===== src/common/scss_params.svh =====
`ifndef SCSS_PARAMS_SVH
`define SCSS_PARAMS_SVH

`define SCSS_MCLK_MHZ        125
`define SCSS_ADDR_W          8
`define SCSS_OFS_SYSCFG      8'h00
`define SCSS_OFS_PLLCFG      8'h04
`define SCSS_OFS_PLLDIV      8'h08
`define SCSS_OFS_STATUS      8'h0c

`define SCSS_SEL_WAKEUP      2'h0
`define SCSS_SEL_UNDEF       2'h1
`define SCSS_SEL_PLLPRE      2'h2
`define SCSS_SEL_DIRECT      2'h3

`define SCSS_SEL_LSB         0
`define SCSS_BYP_BIT         0
`define SCSS_BAND_LSB        1
`define SCSS_REFSEL_BIT      3
`define SCSS_K1_LSB          16
`define SCSS_P_LSB           0
`define SCSS_N_LSB           8
`define SCSS_K2_LSB          16
`define SCSS_ST_SRC_LSB      0
`define SCSS_ST_PARK_BIT     2
`define SCSS_ST_LOCK_BIT     3
`define SCSS_ST_CLK_BIT      4

`define SCSS_RST_SEL         2'h0
`define SCSS_RST_BYP         1'h1

`define SCSS_B0_MIN_MHZ      50
`define SCSS_B0_MAX_MHZ      110
`define SCSS_B1_MIN_MHZ      100
`define SCSS_B1_MAX_MHZ      200
`define SCSS_DPLL_STEP       16'h0040

`endif


===== src/common/scss_pkg.sv =====
package scss_pkg;
`include "scss_params.svh"

    typedef enum logic [1:0] {SRC_WAKE, SRC_PLL, SRC_PRE, SRC_DIRECT} scss_src_e;
    typedef enum logic {SW_RUN, SW_PARK} scss_sw_e;

    typedef struct packed {
        logic [1:0] sel;
        logic       bypass;
        logic [1:0] band;
        logic       refsel;
        logic [9:0] prescaler_divide_field;
        logic [3:0] pll_input_divide_field;
        logic [6:0] pll_feedback_multiply_field;
        logic [6:0] pll_output_divide_field;
    } scss_cfg_s;

    typedef struct packed {
        logic [3:0] s1;
        logic [3:0] s2;
        logic [3:0] s3;
        logic [3:0] lvl;
        logic [3:0] rise;
    } scss_sync_st_s;

    typedef struct packed {
        logic [3:0]  pcnt;
        logic [7:0]  vcnt;
        logic [15:0] acc;
        logic [15:0] inc;
        logic [6:0]  k2cnt;
        logic        sys_lvl;
        logic        locked;
    } scss_dpll_st_s;

    typedef struct packed {
        scss_cfg_s   cfg;
        logic [31:0] rdata;
        scss_src_e   cur;
        scss_sw_e    sw;
        logic [9:0]  k1cnt;
        logic        pre_lvl;
        logic        sys_clk;
        logic        sys_rise;
        logic        locked;
    } scss_top_st_s;

    // high phase length of a divide-by-(div+1) counter
    function automatic logic [10:0] scss_high_len(input logic [9:0] div);
        logic [10:0] s;
        s = {1'b0, div} + 11'h002;
        return s >> 1;
    endfunction : scss_high_len

    // phase increment per mclk for a vco rate, saturated at one per cycle
    function automatic logic [15:0] scss_inc_of(input int mhz);
        int v;
        v = (mhz * 65536) / `SCSS_MCLK_MHZ;
        if (v > 65535) v = 65535;
        return v[15:0];
    endfunction : scss_inc_of

    function automatic logic [15:0] scss_band_min(input logic [1:0] band);
        return (band == 2'h0) ? scss_inc_of(`SCSS_B0_MIN_MHZ)
                              : scss_inc_of(`SCSS_B1_MIN_MHZ);
    endfunction : scss_band_min

    function automatic logic [15:0] scss_band_max(input logic [1:0] band);
        return (band == 2'h0) ? scss_inc_of(`SCSS_B0_MAX_MHZ)
                              : scss_inc_of(`SCSS_B1_MAX_MHZ);
    endfunction : scss_band_max

endpackage : scss_pkg


===== src/scss_dpll.sv =====
`timescale 1ns/100ps
`include "scss_params.svh"
module scss_dpll
    import scss_pkg::*;
(
    input  wire logic      mclk,
    input  wire logic      sys_rst,
    input  wire logic      enable,
    input  wire logic      ref_rise,
    input  wire scss_cfg_s cfg,
    output logic           sys_lvl,
    output logic           locked
);
    scss_dpll_st_s st_q;
    scss_dpll_st_s st_d;
    logic [16:0]   sum;
    logic [10:0]   k2_hi;

    always_comb begin
        st_d  = st_q;
        sum   = {1'b0, st_q.acc} + {1'b0, st_q.inc};
        k2_hi = scss_high_len({3'h0, cfg.pll_output_divide_field});
        if (!enable) begin
            st_d.acc     = '0;
            st_d.pcnt    = '0;
            st_d.vcnt    = '0;
            st_d.k2cnt   = '0;
            st_d.sys_lvl = 1'b0;
            st_d.locked  = 1'b0;
        end else begin
            st_d.acc = sum[15:0];
            if (sum[16]) begin
                if (st_q.vcnt != 8'hff) st_d.vcnt = st_q.vcnt + 8'h01;
                st_d.k2cnt = (st_q.k2cnt == cfg.pll_output_divide_field) ? 7'h00
                                                       : st_q.k2cnt + 7'h01;
                st_d.sys_lvl = (cfg.pll_output_divide_field == 7'h00) ? 1'b1
                             : ({4'h0, st_d.k2cnt} < k2_hi);
            end else if (cfg.pll_output_divide_field == 7'h00) begin
                st_d.sys_lvl = 1'b0;
            end
            if (ref_rise) begin
                if (st_q.pcnt == cfg.pll_input_divide_field) begin
                    st_d.pcnt = '0;
                    st_d.vcnt = {7'h00, sum[16]};
                    if (st_q.vcnt < {1'b0, cfg.pll_feedback_multiply_field} + 8'h01) begin
                        st_d.inc = st_q.inc + `SCSS_DPLL_STEP;
                    end else if (st_q.vcnt > {1'b0, cfg.pll_feedback_multiply_field} + 8'h01) begin
                        st_d.inc = st_q.inc - `SCSS_DPLL_STEP;
                    end
                    st_d.locked = (st_q.vcnt == {1'b0, cfg.pll_feedback_multiply_field} + 8'h01);
                end else begin
                    st_d.pcnt = st_q.pcnt + 4'h1;
                end
            end
        end
        if (st_d.inc < scss_band_min(cfg.band) || st_d.inc > st_q.inc
            && st_q.inc > 16'hff00) begin
            st_d.inc = scss_band_min(cfg.band);
        end
        if (st_d.inc > scss_band_max(cfg.band)) begin
            st_d.inc = scss_band_max(cfg.band);
        end
    end

    always_ff @(posedge mclk or posedge sys_rst) begin
        if (sys_rst) begin
            st_q <= '0;
        end else begin
            st_q <= st_d;
        end
    end

    assign sys_lvl = st_q.sys_lvl;
    assign locked  = st_q.locked;
endmodule : scss_dpll


===== src/scss_pin_sync.sv =====
`timescale 1ns/100ps
module scss_pin_sync
    import scss_pkg::*;
(
    input  wire logic       mclk,
    input  wire logic       sys_rst,
    input  wire logic [3:0] pin_in,
    output logic      [3:0] lvl,
    output logic      [3:0] rise
);
    scss_sync_st_s st_q;
    scss_sync_st_s st_d;

    always_comb begin
        st_d    = st_q;
        st_d.s1 = pin_in;
        st_d.s2 = st_q.s1;
        st_d.s3 = st_q.s2;
        for (int i = 0; i < 4; i++) begin
            if (st_q.s2[i] == st_q.s3[i]) begin
                st_d.lvl[i] = st_q.s3[i];
            end
        end
        st_d.rise = st_d.lvl & ~st_q.lvl;
    end

    always_ff @(posedge mclk or posedge sys_rst) begin
        if (sys_rst) begin
            st_q <= '0;
        end else begin
            st_q <= st_d;
        end
    end

    assign lvl  = st_q.lvl;
    assign rise = st_q.rise;
endmodule : scss_pin_sync


===== src/scss_top.sv =====
`timescale 1ns/100ps
`include "scss_params.svh"
module scss_top
    import scss_pkg::*;
(
    input  wire logic        mclk,
    input  wire logic        sys_rst,
    input  wire logic        external_clock_input,
    input  wire logic        crystal_input_pin,
    input  wire logic        internal_osc_clk,
    input  wire logic        wakeup_osc_clk,
    input  wire logic [7:0]  reg_addr,
    input  wire logic [31:0] reg_wdata,
    input  wire logic        reg_wr,
    input  wire logic        reg_rd,
    output logic      [31:0] reg_rdata,
    output logic             sys_clk_out,
    output logic             sys_clk_rise,
    output logic      [1:0]  active_source,
    output logic             pll_locked
);
    localparam scss_top_st_s RST_ST = '{
        cfg: '{sel: `SCSS_RST_SEL, bypass: `SCSS_RST_BYP, default: '0},
        cur: SRC_WAKE,
        sw: SW_RUN,
        default: '0
    };

    scss_top_st_s st_q;
    scss_top_st_s st_d;
    logic [3:0]   pin_lvl;
    logic [3:0]   pin_rise;
    logic         dpll_lvl;
    logic         dpll_lock;
    logic         ref_lvl;
    logic         ref_rise;
    logic         pll_en;
    scss_src_e    want;
    logic [9:0]   k1_next;
    logic [10:0]  k1_hi;

    // pin index order inside the synchroniser
    localparam int PIN_EXT  = 0;
    localparam int PIN_XTAL = 1;
    localparam int PIN_INT  = 2;
    localparam int PIN_WAKE = 3;

    // map a select code to a source; the undefined code keeps the old one
    function automatic scss_src_e want_src(input scss_cfg_s c,
                                           input scss_src_e old);
        scss_src_e r;
        r = old;
        if (c.sel == `SCSS_SEL_DIRECT) begin
            r = SRC_DIRECT;
        end else if (c.sel == `SCSS_SEL_PLLPRE) begin
            r = c.bypass ? SRC_PRE : SRC_PLL;
        end else if (c.sel == `SCSS_SEL_WAKEUP) begin
            r = SRC_WAKE;
        end
        return r;
    endfunction : want_src

    // level that a given source presents to the output mux
    function automatic logic src_level(input scss_src_e s,
                                       input logic [3:0] lvl,
                                       input logic pre,
                                       input logic pll);
        logic r;
        case (s)
            SRC_DIRECT: r = lvl[PIN_EXT];
            SRC_PRE:    r = pre;
            SRC_PLL:    r = pll;
            default:    r = lvl[PIN_WAKE];
        endcase
        return r;
    endfunction : src_level

    scss_pin_sync u_sync (
        .mclk    (mclk),
        .sys_rst (sys_rst),
        .pin_in  ({wakeup_osc_clk, internal_osc_clk,
                   crystal_input_pin, external_clock_input}),
        .lvl     (pin_lvl),
        .rise    (pin_rise)
    );

    assign ref_lvl  = st_q.cfg.refsel ? pin_lvl[PIN_INT] : pin_lvl[PIN_XTAL];
    assign ref_rise = st_q.cfg.refsel ? pin_rise[PIN_INT]
                                      : pin_rise[PIN_XTAL];

    assign pll_en = (st_q.cfg.sel == `SCSS_SEL_PLLPRE) && !st_q.cfg.bypass;

    scss_dpll u_dpll (
        .mclk     (mclk),
        .sys_rst  (sys_rst),
        .enable   (pll_en),
        .ref_rise (ref_rise),
        .cfg      (st_q.cfg),
        .sys_lvl  (dpll_lvl),
        .locked   (dpll_lock)
    );

    always_comb begin
        st_d    = st_q;
        want    = want_src(st_q.cfg, st_q.cur);
        k1_hi   = scss_high_len(st_q.cfg.prescaler_divide_field);
        k1_next = st_q.k1cnt;

        // register writes
        if (reg_wr) begin
            if (reg_addr == `SCSS_OFS_SYSCFG) begin
                st_d.cfg.sel = reg_wdata[`SCSS_SEL_LSB +: 2];
            end else if (reg_addr == `SCSS_OFS_PLLCFG) begin
                st_d.cfg.bypass = reg_wdata[`SCSS_BYP_BIT];
                st_d.cfg.band   = reg_wdata[`SCSS_BAND_LSB +: 2];
                st_d.cfg.refsel = reg_wdata[`SCSS_REFSEL_BIT];
                st_d.cfg.prescaler_divide_field  = reg_wdata[`SCSS_K1_LSB +: 10];
            end else if (reg_addr == `SCSS_OFS_PLLDIV) begin
                st_d.cfg.pll_input_divide_field  = reg_wdata[`SCSS_P_LSB +: 4];
                st_d.cfg.pll_feedback_multiply_field  = reg_wdata[`SCSS_N_LSB +: 7];
                st_d.cfg.pll_output_divide_field = reg_wdata[`SCSS_K2_LSB +: 7];
            end
        end

        // register reads: data only in the cycle after the strobe
        st_d.rdata = '0;
        if (reg_rd) begin
            if (reg_addr == `SCSS_OFS_SYSCFG) begin
                st_d.rdata[`SCSS_SEL_LSB +: 2] = st_q.cfg.sel;
            end else if (reg_addr == `SCSS_OFS_PLLCFG) begin
                st_d.rdata[`SCSS_BYP_BIT]        = st_q.cfg.bypass;
                st_d.rdata[`SCSS_BAND_LSB +: 2]  = st_q.cfg.band;
                st_d.rdata[`SCSS_REFSEL_BIT]     = st_q.cfg.refsel;
                st_d.rdata[`SCSS_K1_LSB +: 10]   = st_q.cfg.prescaler_divide_field;
            end else if (reg_addr == `SCSS_OFS_PLLDIV) begin
                st_d.rdata[`SCSS_P_LSB +: 4]  = st_q.cfg.pll_input_divide_field;
                st_d.rdata[`SCSS_N_LSB +: 7]  = st_q.cfg.pll_feedback_multiply_field;
                st_d.rdata[`SCSS_K2_LSB +: 7] = st_q.cfg.pll_output_divide_field;
            end else if (reg_addr == `SCSS_OFS_STATUS) begin
                st_d.rdata[`SCSS_ST_SRC_LSB +: 2] = st_q.cur;
                st_d.rdata[`SCSS_ST_PARK_BIT]     = (st_q.sw == SW_PARK);
                st_d.rdata[`SCSS_ST_LOCK_BIT]     = st_q.locked;
                st_d.rdata[`SCSS_ST_CLK_BIT]      = st_q.sys_clk;
            end
        end

        if (st_q.cfg.prescaler_divide_field == 10'h000) begin
            st_d.k1cnt   = '0;
            st_d.pre_lvl = ref_lvl;
        end else if (ref_rise) begin
            k1_next = (st_q.k1cnt >= st_q.cfg.prescaler_divide_field) ? 10'h000
                                                     : st_q.k1cnt + 10'h001;
            st_d.k1cnt   = k1_next;
            st_d.pre_lvl = ({1'b0, k1_next} < k1_hi);
        end

        st_d.locked = dpll_lock;

        // switch only across a low phase
        case (st_q.sw)
            SW_RUN: begin
                st_d.sys_clk = src_level(st_q.cur, pin_lvl,
                                         st_q.pre_lvl, dpll_lvl);
                if (want != st_q.cur && !st_d.sys_clk) begin
                    st_d.cur = want;
                    st_d.sw  = SW_PARK;
                end
            end
            SW_PARK: begin
                // new source joins at its own low phase, never mid-high
                st_d.sys_clk = 1'b0;
                if (want != st_q.cur) begin
                    st_d.cur = want;
                end else if (!src_level(st_q.cur, pin_lvl,
                                        st_q.pre_lvl, dpll_lvl)) begin
                    st_d.sw = SW_RUN;
                end
            end
            default: begin
                st_d.sw = SW_RUN;
            end
        endcase
        st_d.sys_rise = st_d.sys_clk && !st_q.sys_clk;
    end

    always_ff @(posedge mclk or posedge sys_rst) begin
        if (sys_rst) begin
            st_q <= RST_ST;
        end else begin
            st_q <= st_d;
        end
    end

    assign reg_rdata     = st_q.rdata;
    assign sys_clk_out   = st_q.sys_clk;
    assign sys_clk_rise  = st_q.sys_rise;
    assign active_source = st_q.cur;
    assign pll_locked    = st_q.locked;
endmodule : scss_top

===== config.mk =====
export PLATFORM = sky130hd
export DESIGN_NAME = scss_top
export DESIGN_NICKNAME = d
export VERILOG_FILES = /design/src/common/scss_pkg.sv /design/src/scss_dpll.sv /design/src/scss_pin_sync.sv /design/src/scss_top.sv
export VERILOG_INCLUDE_DIRS = /design/src /design/src/common
export SDC_FILE = /design/constraint.sdc
export NUM_CORES = 1
export LEC_CHECK = 0
export BUFFER_PORTS_ARGS = -buffer_cell sky130_fd_sc_hd__buf_2
export CAP_MARGIN = 20
export CORE_ASPECT_RATIO = 0.75
export CORE_MARGIN = 2
export CORE_UTILIZATION = 62
export CTS_CLUSTER_DIAMETER = 60
export DETAILED_ROUTE_END_ITERATION = 8
export PLACE_DENSITY = 0.87
export SLEW_MARGIN = 20
export SYNTH_ARGS = -nofsm -noshare
export SYNTH_HDL_FRONTEND = slang
export SYNTH_SLANG_ARGS = --single-unit

===== constraint.sdc =====
create_clock -name mclk -period 10.45 [get_ports mclk]
set_input_delay 1.5675 -clock mclk [delete_from_list [all_inputs] [get_ports mclk]]
set_output_delay 1.5675 -clock mclk [all_outputs]
set_load 0.05 [all_outputs]

Yosys cells after proc, flatten, opt, wreduce, memory -nomap -nowiden
Index checks and enable logic that the tools add are counted.
{ "classes": {"n_reduce_logical": 19, "eq_ne": 23, "bitwise_logic": 5, "n_mux": 63, "addsub": 10, "magnitude_cmp": 9} }
{ "op_table": {"columns": ["operator", "n"], "rows": [
  ["two-way mux 16 bit", 8],
  ["two-way mux 7 bit", 8],
  ["greater-than comparator 16 bit", 2],
  ["two-way mux 10 bit", 3],
  ["two-way mux 28 bit", 1],
  ["two-way mux 8 bit", 3],
  ["two-way mux 11 bit", 2],
  ["two-way mux 1 bit", 18],
  ["adder 16 x 16 -> 17 bit", 1],
  ["adder 16 x 7 -> 16 bit (second input constant)", 1],
  ["== test 8 x 4 -> 1 bit (second input constant)", 2],
  ["greater-than comparator 16 bit (second input constant)", 1],
  ["less-than comparator 16 bit", 1],
  ["subtractor 16 x 7 -> 16 bit (second input constant)", 1],
  ["two-way mux 13 bit", 1],
  ["two-way mux 12 bit", 1],
  ["two-way mux 2 bit", 6],
  ["two-way mux 4 bit", 3],
  ["adder 10 x 2 -> 11 bit (second input constant)", 1],
  ["adder 10 x 1 -> 10 bit (second input constant)", 1],
  ["greater-or-equal comparator 10 bit", 1],
  ["logical NOT 10 bit", 1],
  ["less-than comparator 10 bit", 1],
  ["less-than comparator 7 x 10 -> 1 bit", 1],
  ["38 further kinds", 60]
]} }
{ "totals": {"word_cells": 157, "register_bits": 145, "output_inout_bits": 37, "input_bits": 48} }

Longest topological paths before layout
Gate-level depths: netlist of run 1.
{ "depth": {"depth_word": 13, "depth_mapped": 28, "ltp_nobuf": 27} }

By module
A second synthesis of run 1 with hierarchy kept.
{ "unflattened": {"cells_unflattened": 919, "area_unflattened_um2": 9360.2} }
{ "modules_own_cells": {"columns": ["mod", "cells_per_inst", "seq_area_each_um2", "instances", "area_each_um2"], "rows": [
  ["scss_dpll", 509, 1326.3, 1, 4563.1],
  ["scss_top", 373, 1828.0, 1, 4147.7],
  ["scss_pin_sync", 37, 500.5, 1, 649.4]
]} }

Worst setup path after synthesis of run 1
No wires, ideal clock.
{ "synth_timing": {"kind": "register -> register", "start": "reg st_q[56] in the netlist's numbering", "end": "reg u_dpll.st_q[16] in the netlist's numbering", "path_buffers": 1, "setup_slack_ps": 4507, "setup_time_ps": 128, "t_arrival_ps": 5815, "t_required_ps": 10322, "period_less_slack_ps": 5943, "path_stages_with_launch": 27, "cell_sequence": "dfrtp_1 -> ha_1 -> nand2_1 -> nor2_1 -> xnor2_1 -> ha_1 -> and4_1 -> a21bo_2 -> nand2_1 -> nor4_1 -> nor2_1 -> xnor2_1 -> inv_1 -> ha_1 -> a21o_1 -> a21o_1 -> a2111oi_0 -> nor4_1 -> a31oi_2 -> mux2_2 -> ha_1 -> and4_1 -> nand4_1 -> o211a_2 -> nor4_4 -> buf_6 -> mux2_1"} }
{ "synth_rtl": {"columns": ["element", "line_no", "rtl"], "rows": [
  ["start, declared", "scss_top.sv:29", "scss_top_st_s st_q;"],
  ["start signal, assigned", "scss_top.sv:190", "st_q <= st_d;"],
  ["end signal, assigned", "scss_dpll.sv:69", "st_q <= st_d;"],
  ["end, declared", "scss_dpll.sv:14", "scss_dpll_st_s st_q;"]
]} }

==> results of run 1 <==
-- layout by cell type (no fill, tap or decap), drive strengths merged, types with 5 or more instances in the layout --
cell and n:
mux2i 17, clkinv 5, o21bai 5, xor2 22, a21oi 40, xnor2 43
nor4 10, and3 25, nor2 86, conb 10, clkbuf 18, and2 11
nand3 35, buf 68, a21o 22, mux2 48, nand4 12, inv 48
ha 84, nor3 22, a31oi 8, nand2 55, nand2b 10, nor2b 10
a211oi 7, o21ai 26, a22oi 9, dfrtp 143
-- cells by family after synthesis --
kind of cell,share of synthesized area
AOI/OAI and AO/OA,0.1134
and+or+nand+nor,0.1609
adders and majority gates,0.1209
other,0.0004119
muxes,0.08671
DFF,0.3959
buffers and inverters,0.05716
xor gates and xnor gates,0.06459
-- worst max-delay path, stage by stage (launching register included) --
cell	delay [ps]
dfrtp_1	450
ha_1	260
nand2_1	80
nor2_1	150
xnor2_1	170
ha_1	280
and4_1	240
and2_1	250
nor3_1	320
o2111ai_1	210
nor2_1	200
nor2_1	70
xnor2_1	300
inv_1	140
ha_1	310
a21o_1	160
a21o_1	170
a2111oi_0	430
nor4_1	140
a31oi_2	430
mux2_2	410
ha_1	270
and4_1	180
nand4_1	140
o211a_2	300
nor4_4	700
mux2_2	410
-- per-stage QoR --
stage / power, uW / util / hold WS (ps)
global route: 1862 / 0.6951 / 354.1
global placement: 1117 / 0.6519 / 332.6
detailed placement: 1135 / 0.6519 / 337.2
floorplan: 1034 / - / 331.2
CTS: 1771 / 0.6946 / 350.2
finish: 1771 / 0.6951 / 352.1
-- area by class of cell --
class,instances,area share
multi-input cells,673,0.5013
flip-flops and latches,144,0.3600
clock buffers,18,0.04386
repair buffers,68,0.03524
well taps,200,0.02499
clock inverters,13,0.01762
inverters,44,0.01699
-- layer usage --
layer | up-vias | global-route usage | routed length, um
li1 | 3269 | - | -
met5 | - | 0 | 0
met2 | 292 | 0.4214 | 9420
met4 | 0 | 0.08333 | 316
met1 | 3376 | 0.3866 | 9145
met3 | 30 | 0.05885 | 1620
-- state kept, by name, summed over array words and instances (netlist names), named ones only --
name            cells
u_sync.st_d         8
st_q               45
u_sync.rise         2
u_dpll.st_q        51
reg_rdata          22
sys_clk_rise        1
pll_locked          1
u_dpll.locked       1
sys_clk_out         1
active_source       2
u_sync.lvl          3
u_dpll.sys_lvl      1
u_sync.st_q         4
-- final timing paths --
check                                      from  depth (start not counted)  slack (ps)               to
worst max-delay path                   st_q[57]                         26        3140  u_dpll.st_q[12]
worst min-delay path            u_sync.st_d[14]                          0         350  u_sync.st_d[10]
worst max register to register         st_q[57]                         26        3140  u_dpll.st_q[12]
worst min register to register  u_sync.st_d[14]                          0         350  u_sync.st_d[10]
max in group asynchronous               sys_rst                          3        7870         st_q[59]
min in group asynchronous               sys_rst                          2        1260          st_q[8]
-- report_power, final --
group	internal (uW)	total [uW]	switching (uW)
combinational	208	496	288
sequential	592	640	47.9
clock	386	636	250
-- synth_stat cells (all sizes together) (4+ instances only) --
cell type	count
a211oi	7
xnor2	43
a21oi	40
and2	11
nand2b	10
inv	43
nand4	12
o21bai	5
and3	25
o21a	4
ha	84
mux2i	17
dfrtp	143
a22oi	9
o21ai	26
clkbuf	18
o31ai	4
a2111oi	4
buf	39
mux2	48
nor2b	10
nand2	55
nor3	22
a31oi	8
nor4	10
xor2	22
nor2	86
nand3	35
a21o	22
==> impl_results.md, run 1 <==
* Design area at 10010 um^2
* Slew of the pin with the lowest slew margin at 1022 ps
* Dpl hpwl at around 14 mm
* Clk buf depth at 2
* Final setup viols at 0
* HP Class: flip-flop to flip-flop
* Pwr Density at around 180 nW/um^2
* Dpl ws at 3403 ps
* Die Y at roughly 110 um
* WS Path Type: flip-flop to flip-flop
* Final Routed Wirelength at a little over 20 mm
* Postcts setup bufs at 0
* Post-DR wirelength/cell at between 15 and 20 um
* Synthesized area at between 9000 and 10000 um^2
* Crit path arrival time at between 7000 and 8000 ps
* # Max-Cap Violations at 0
* Pleak at ~0.0048 uW
* Gr ovfl total at 0
* Initial Util at 0.6320
* Num CTS Buffers at 17
* Final Hold Viols at 0
* Tcrit/Tclk final at 0.6996
* Post-synth top area share at 0.3930
* Vias per cell at 6.006
* Setup crit end kind: flip-flop
* TritonCTS clock tree: built
* Layout cells sized above 1 at 0.1740
* Port bufs at 63
* DRT iter0 DRCs at 623
* Layout area overhead at 9.977%
* Clock latency on the worst-skew pair at around 430 ps
* Fin cells at 1160
* Status: finished clean
* DRT Pass-1 Iters at 6
* Register area share after synthesis at 0.3959
* I/O Pins at 85
* Fraction of registers with async set/reset at 1.000
* Initial antenna violation count at 0
* First-pass GRT wire length at ~33 mm
* Fill cells at a little over 1000
* Synth Area per Inst at about 10 um^2
* Most common flop cell mapped by yosys: dfrtp_1
* Netlist cell types at 72
* Yosys top cell by area: dfrtp_1
* Multi-input logic area at 5020 um^2
* Peak Freq at 136.8 MHz
* H-tree Lvls at 4
* CTS root buffer: clkbuf_16
* Critical path peak fanout at 13
* Dpl cell area at ~9400 um^2
* Relative slew slack at 0.3172
* DIE AREA at 15680 um^2
* Post-Synthesis Cells at ~900
* Die Width at approximately 140 um
* Hold_buf cts at 0
* CTS clk-pin slew, worst paths at approximately 60 ps
* Setup ws final at 3139 ps
* Antenna Violating Nets Remaining at 0
* Setup TNS at 0 ps
* Total number of vias at around 7000
* Site Rows at 38
* Max VDD drop at 0.1441 mV
* Skew final at 9.296 ps
* Setup crit start kind: flip-flop
* EDFF count, synth at 0
* Pins Over Slew Limit at 0
* Ranking of synthesized cells by area: dfrtp_1 39%, ha_1 12%, mux2_2 5.1%
* RSZ-0062 raised after global routing: no
* Synth warn at 0
* Largest net degree at the start of global routing at between 70 and 80
* Placed cell count at about 1100
* CP required at around 11000 ps
* Post-CTS sizing at 0
* Total core area at 14410 um^2
* DRC at 0
* Post-route minimum period at ~7300 ps
* ANT cells at 0
* Number of global-route vias before repair at ~6600
* Register bit total from synthesis at between 100 and 150
* Net count, final at roughly 1100
* GRT Total Usage at 0.2721
* RePlAce Congestion at ~0.9
* Sequential cell area at 3605 um^2
* CTS Sinks at roughly 140
Power figures use the tool's default switching activity.
==> run 2, diff against run 1 <==
Settings changed: CORE_UTILIZATION 62 to 60, PLACE_DENSITY 0.87 to 0.84.
Clock period 10.45 ns to 7.1 ns, I/O delays scaled along.
==> impl_results.md, run 2 (synthesized netlist as in run 1, its figures left out) <==
* RePlAce Congestion at a little over 0.9
* Layout area overhead at 10.00%
* WS Path Type: flip-flop to flip-flop
* Post-DR wirelength/cell at roughly 17 um
* TritonCTS clock tree: built
* Most common cell after layout, fill and taps aside: dfrtp_1
* DRT Pass-1 Iters at 6
* Peak Freq at about 150 MHz
* Die Width at 146.2 um
* Status: finished clean
* Met1 usage at 0.3716
* Total number of vias at 6905
* First-pass GRT wire length at about 33 mm
* Number of global-route vias before repair at 6695
* Antenna Violating Nets Remaining at 0
* ANT cells at 0
* Crit path arrival time at 6960 ps
* Hold_buf cts at 0
* H-tree Lvls at 4
* DIE AREA at roughly 16000 um^2
* Hold slack at between 300 and 400 ps
* Sequential cell area at between 3000 and 4000 um^2
* Tcrit/Tclk final at 0.9381
* Port bufs at between 60 and 70
* CP required at approximately 7400 ps
* Pwr Density at approximately 250 nW/um^2
* Commonest non-fill, non-tap cells in the layout: 143 x dfrtp_1, 85 x nor2_1, 84 x ha_1
* Dpl hpwl at ~14 mm
* Die Y at 110.7 um
* Max VDD drop at 0.1577 mV
* Final Routed Wirelength at 19.95 mm
* Layout cells sized above 1 at 0.1822
* Critical path peak fanout at 6
* Clk buf depth at 2
* Setup crit start kind: flip-flop
* Setup TNS at 0 ps
* Largest net degree at the start of global routing at between 80 and 90
* CTS Sinks at 144
* GR met3 Demand/Resource at 0.04856
* Site Rows at 38
* Slew of the pin with the lowest slew margin at about 1100 ps
* Clock latency on the worst-skew pair at between 400 and 500 ps
* GRT Total Usage at 0.2544
* Total core area at approximately 15000 um^2
* GR met2 Demand/Resource at 0.3937
* Skew final at slightly below 10 ps
* Initial antenna violation count at 0
* Gr ovfl total at 0
* Initial Util at 0.6218
* Largest register by flop count: u_dpll.st_q
* HP Class: flip-flop to flip-flop
* Top Usage Layer GRT: met2
* I/O Pins at between 80 and 90
* Vias per cell at between 5 and 6
* Multi-input logic area at 5040 um^2
* Final Hold Viols at 0
* # Max-Cap Violations at 0
* Net count, final at ~1100
* Relative slew slack at 0.2622
* Total Power at 2548 uW
* Setup crit end kind: flip-flop
* CTS clk-pin slew, worst paths at ~70 ps
* Pleak at approximately 0.0048 uW
* Post-route minimum period at 6660 ps
* Num CTS Buffers at 17
* DRT iter0 DRCs at between 600 and 700
* DRC at 0
* Number of flip-flops in the largest register at 51
* CTS root buffer: clkbuf_16
* Fill cells at ~1100
* Final setup viols at 0
* Pins Over Slew Limit at 0
-- run 2: cell type report --
class                   count  area share
clock buffers              18     0.04385
clock inverters            14     0.01212
inverters                  44     0.01699
multi-input cells         673      0.5032
flip-flops and latches    144      0.3599
well taps                 200     0.02498
repair buffers             73     0.03898
-- run 2: layer usage --
layer | part of all wire | vias to the layer above
met4 | 0.012 | 0
met5 | 0 | -
li1 | - | 3274
met3 | 0.055 | 22
met2 | 0.45 | 235
met1 | 0.48 | 3374
-- run 2: critical path, stage by stage (launching register included) --
cell       delay [ps]
dfrtp_1           430
ha_1              230
nand2_1            80
nor2_1            130
xnor2_1           150
ha_1              270
and4_1            240
and2_1            240
nor3_1            260
o2111ai_1         190
nor2_1            200
nor2_1             90
xnor2_2           220
inv_1             110
ha_1              300
a21o_1            160
a21o_1            170
a2111oi_0         420
nor4_1            140
a31oi_2           270
mux2_2            390
ha_1              280
and4_1            190
nand4_1           140
o211a_2           300
nor4_4            390
buf_4             230
mux2_1            320
-- run 2: where the power goes --
group | internal [uW] | leakage [uW] | total [uW] | switching [uW]
Clock | 467 | 0.000260 | 842 | 375
Combinational | 331 | 0.00259 | 763 | 432
Sequential | 871 | 0.00192 | 943 | 71.8
-- run 2: timing repair --
item                       in CTS  in global routing
setup buffers                   0                  1
gates resized for setup         0                  2
setup endpoints to repair       0                  8
-- run 2: through the flow --
step	instances	worst slack [ps]	cell area, um^2	util
after floorplan	918	1157	9139	-
after global placement	1133	514.0	9422	0.6434
after detailed placement	1133	380.6	9427	0.6437
after CTS	1165	308.7	9987	0.6820
after global routing	1166	-4.470	10020	0.6840
final	1166	439.5	10020	0.6840
-- run 2: path summary, 6_finish.rpt --
kind | startpoint | end | slack, ps | cells after the start
setup / recovery | st_q[57] | u_dpll.st_q[20] | 440 | 27
hold / removal | u_sync.st_d[15] | u_sync.st_d[11] | 350 | 0
setup reg to reg | st_q[57] | u_dpll.st_q[20] | 440 | 27
hold reg to reg | u_sync.st_d[15] | u_sync.st_d[11] | 350 | 0
max in group asynchronous | sys_rst | st_q[63] | 5090 | 3
min in group asynchronous | sys_rst | st_q[6] | 780 | 2
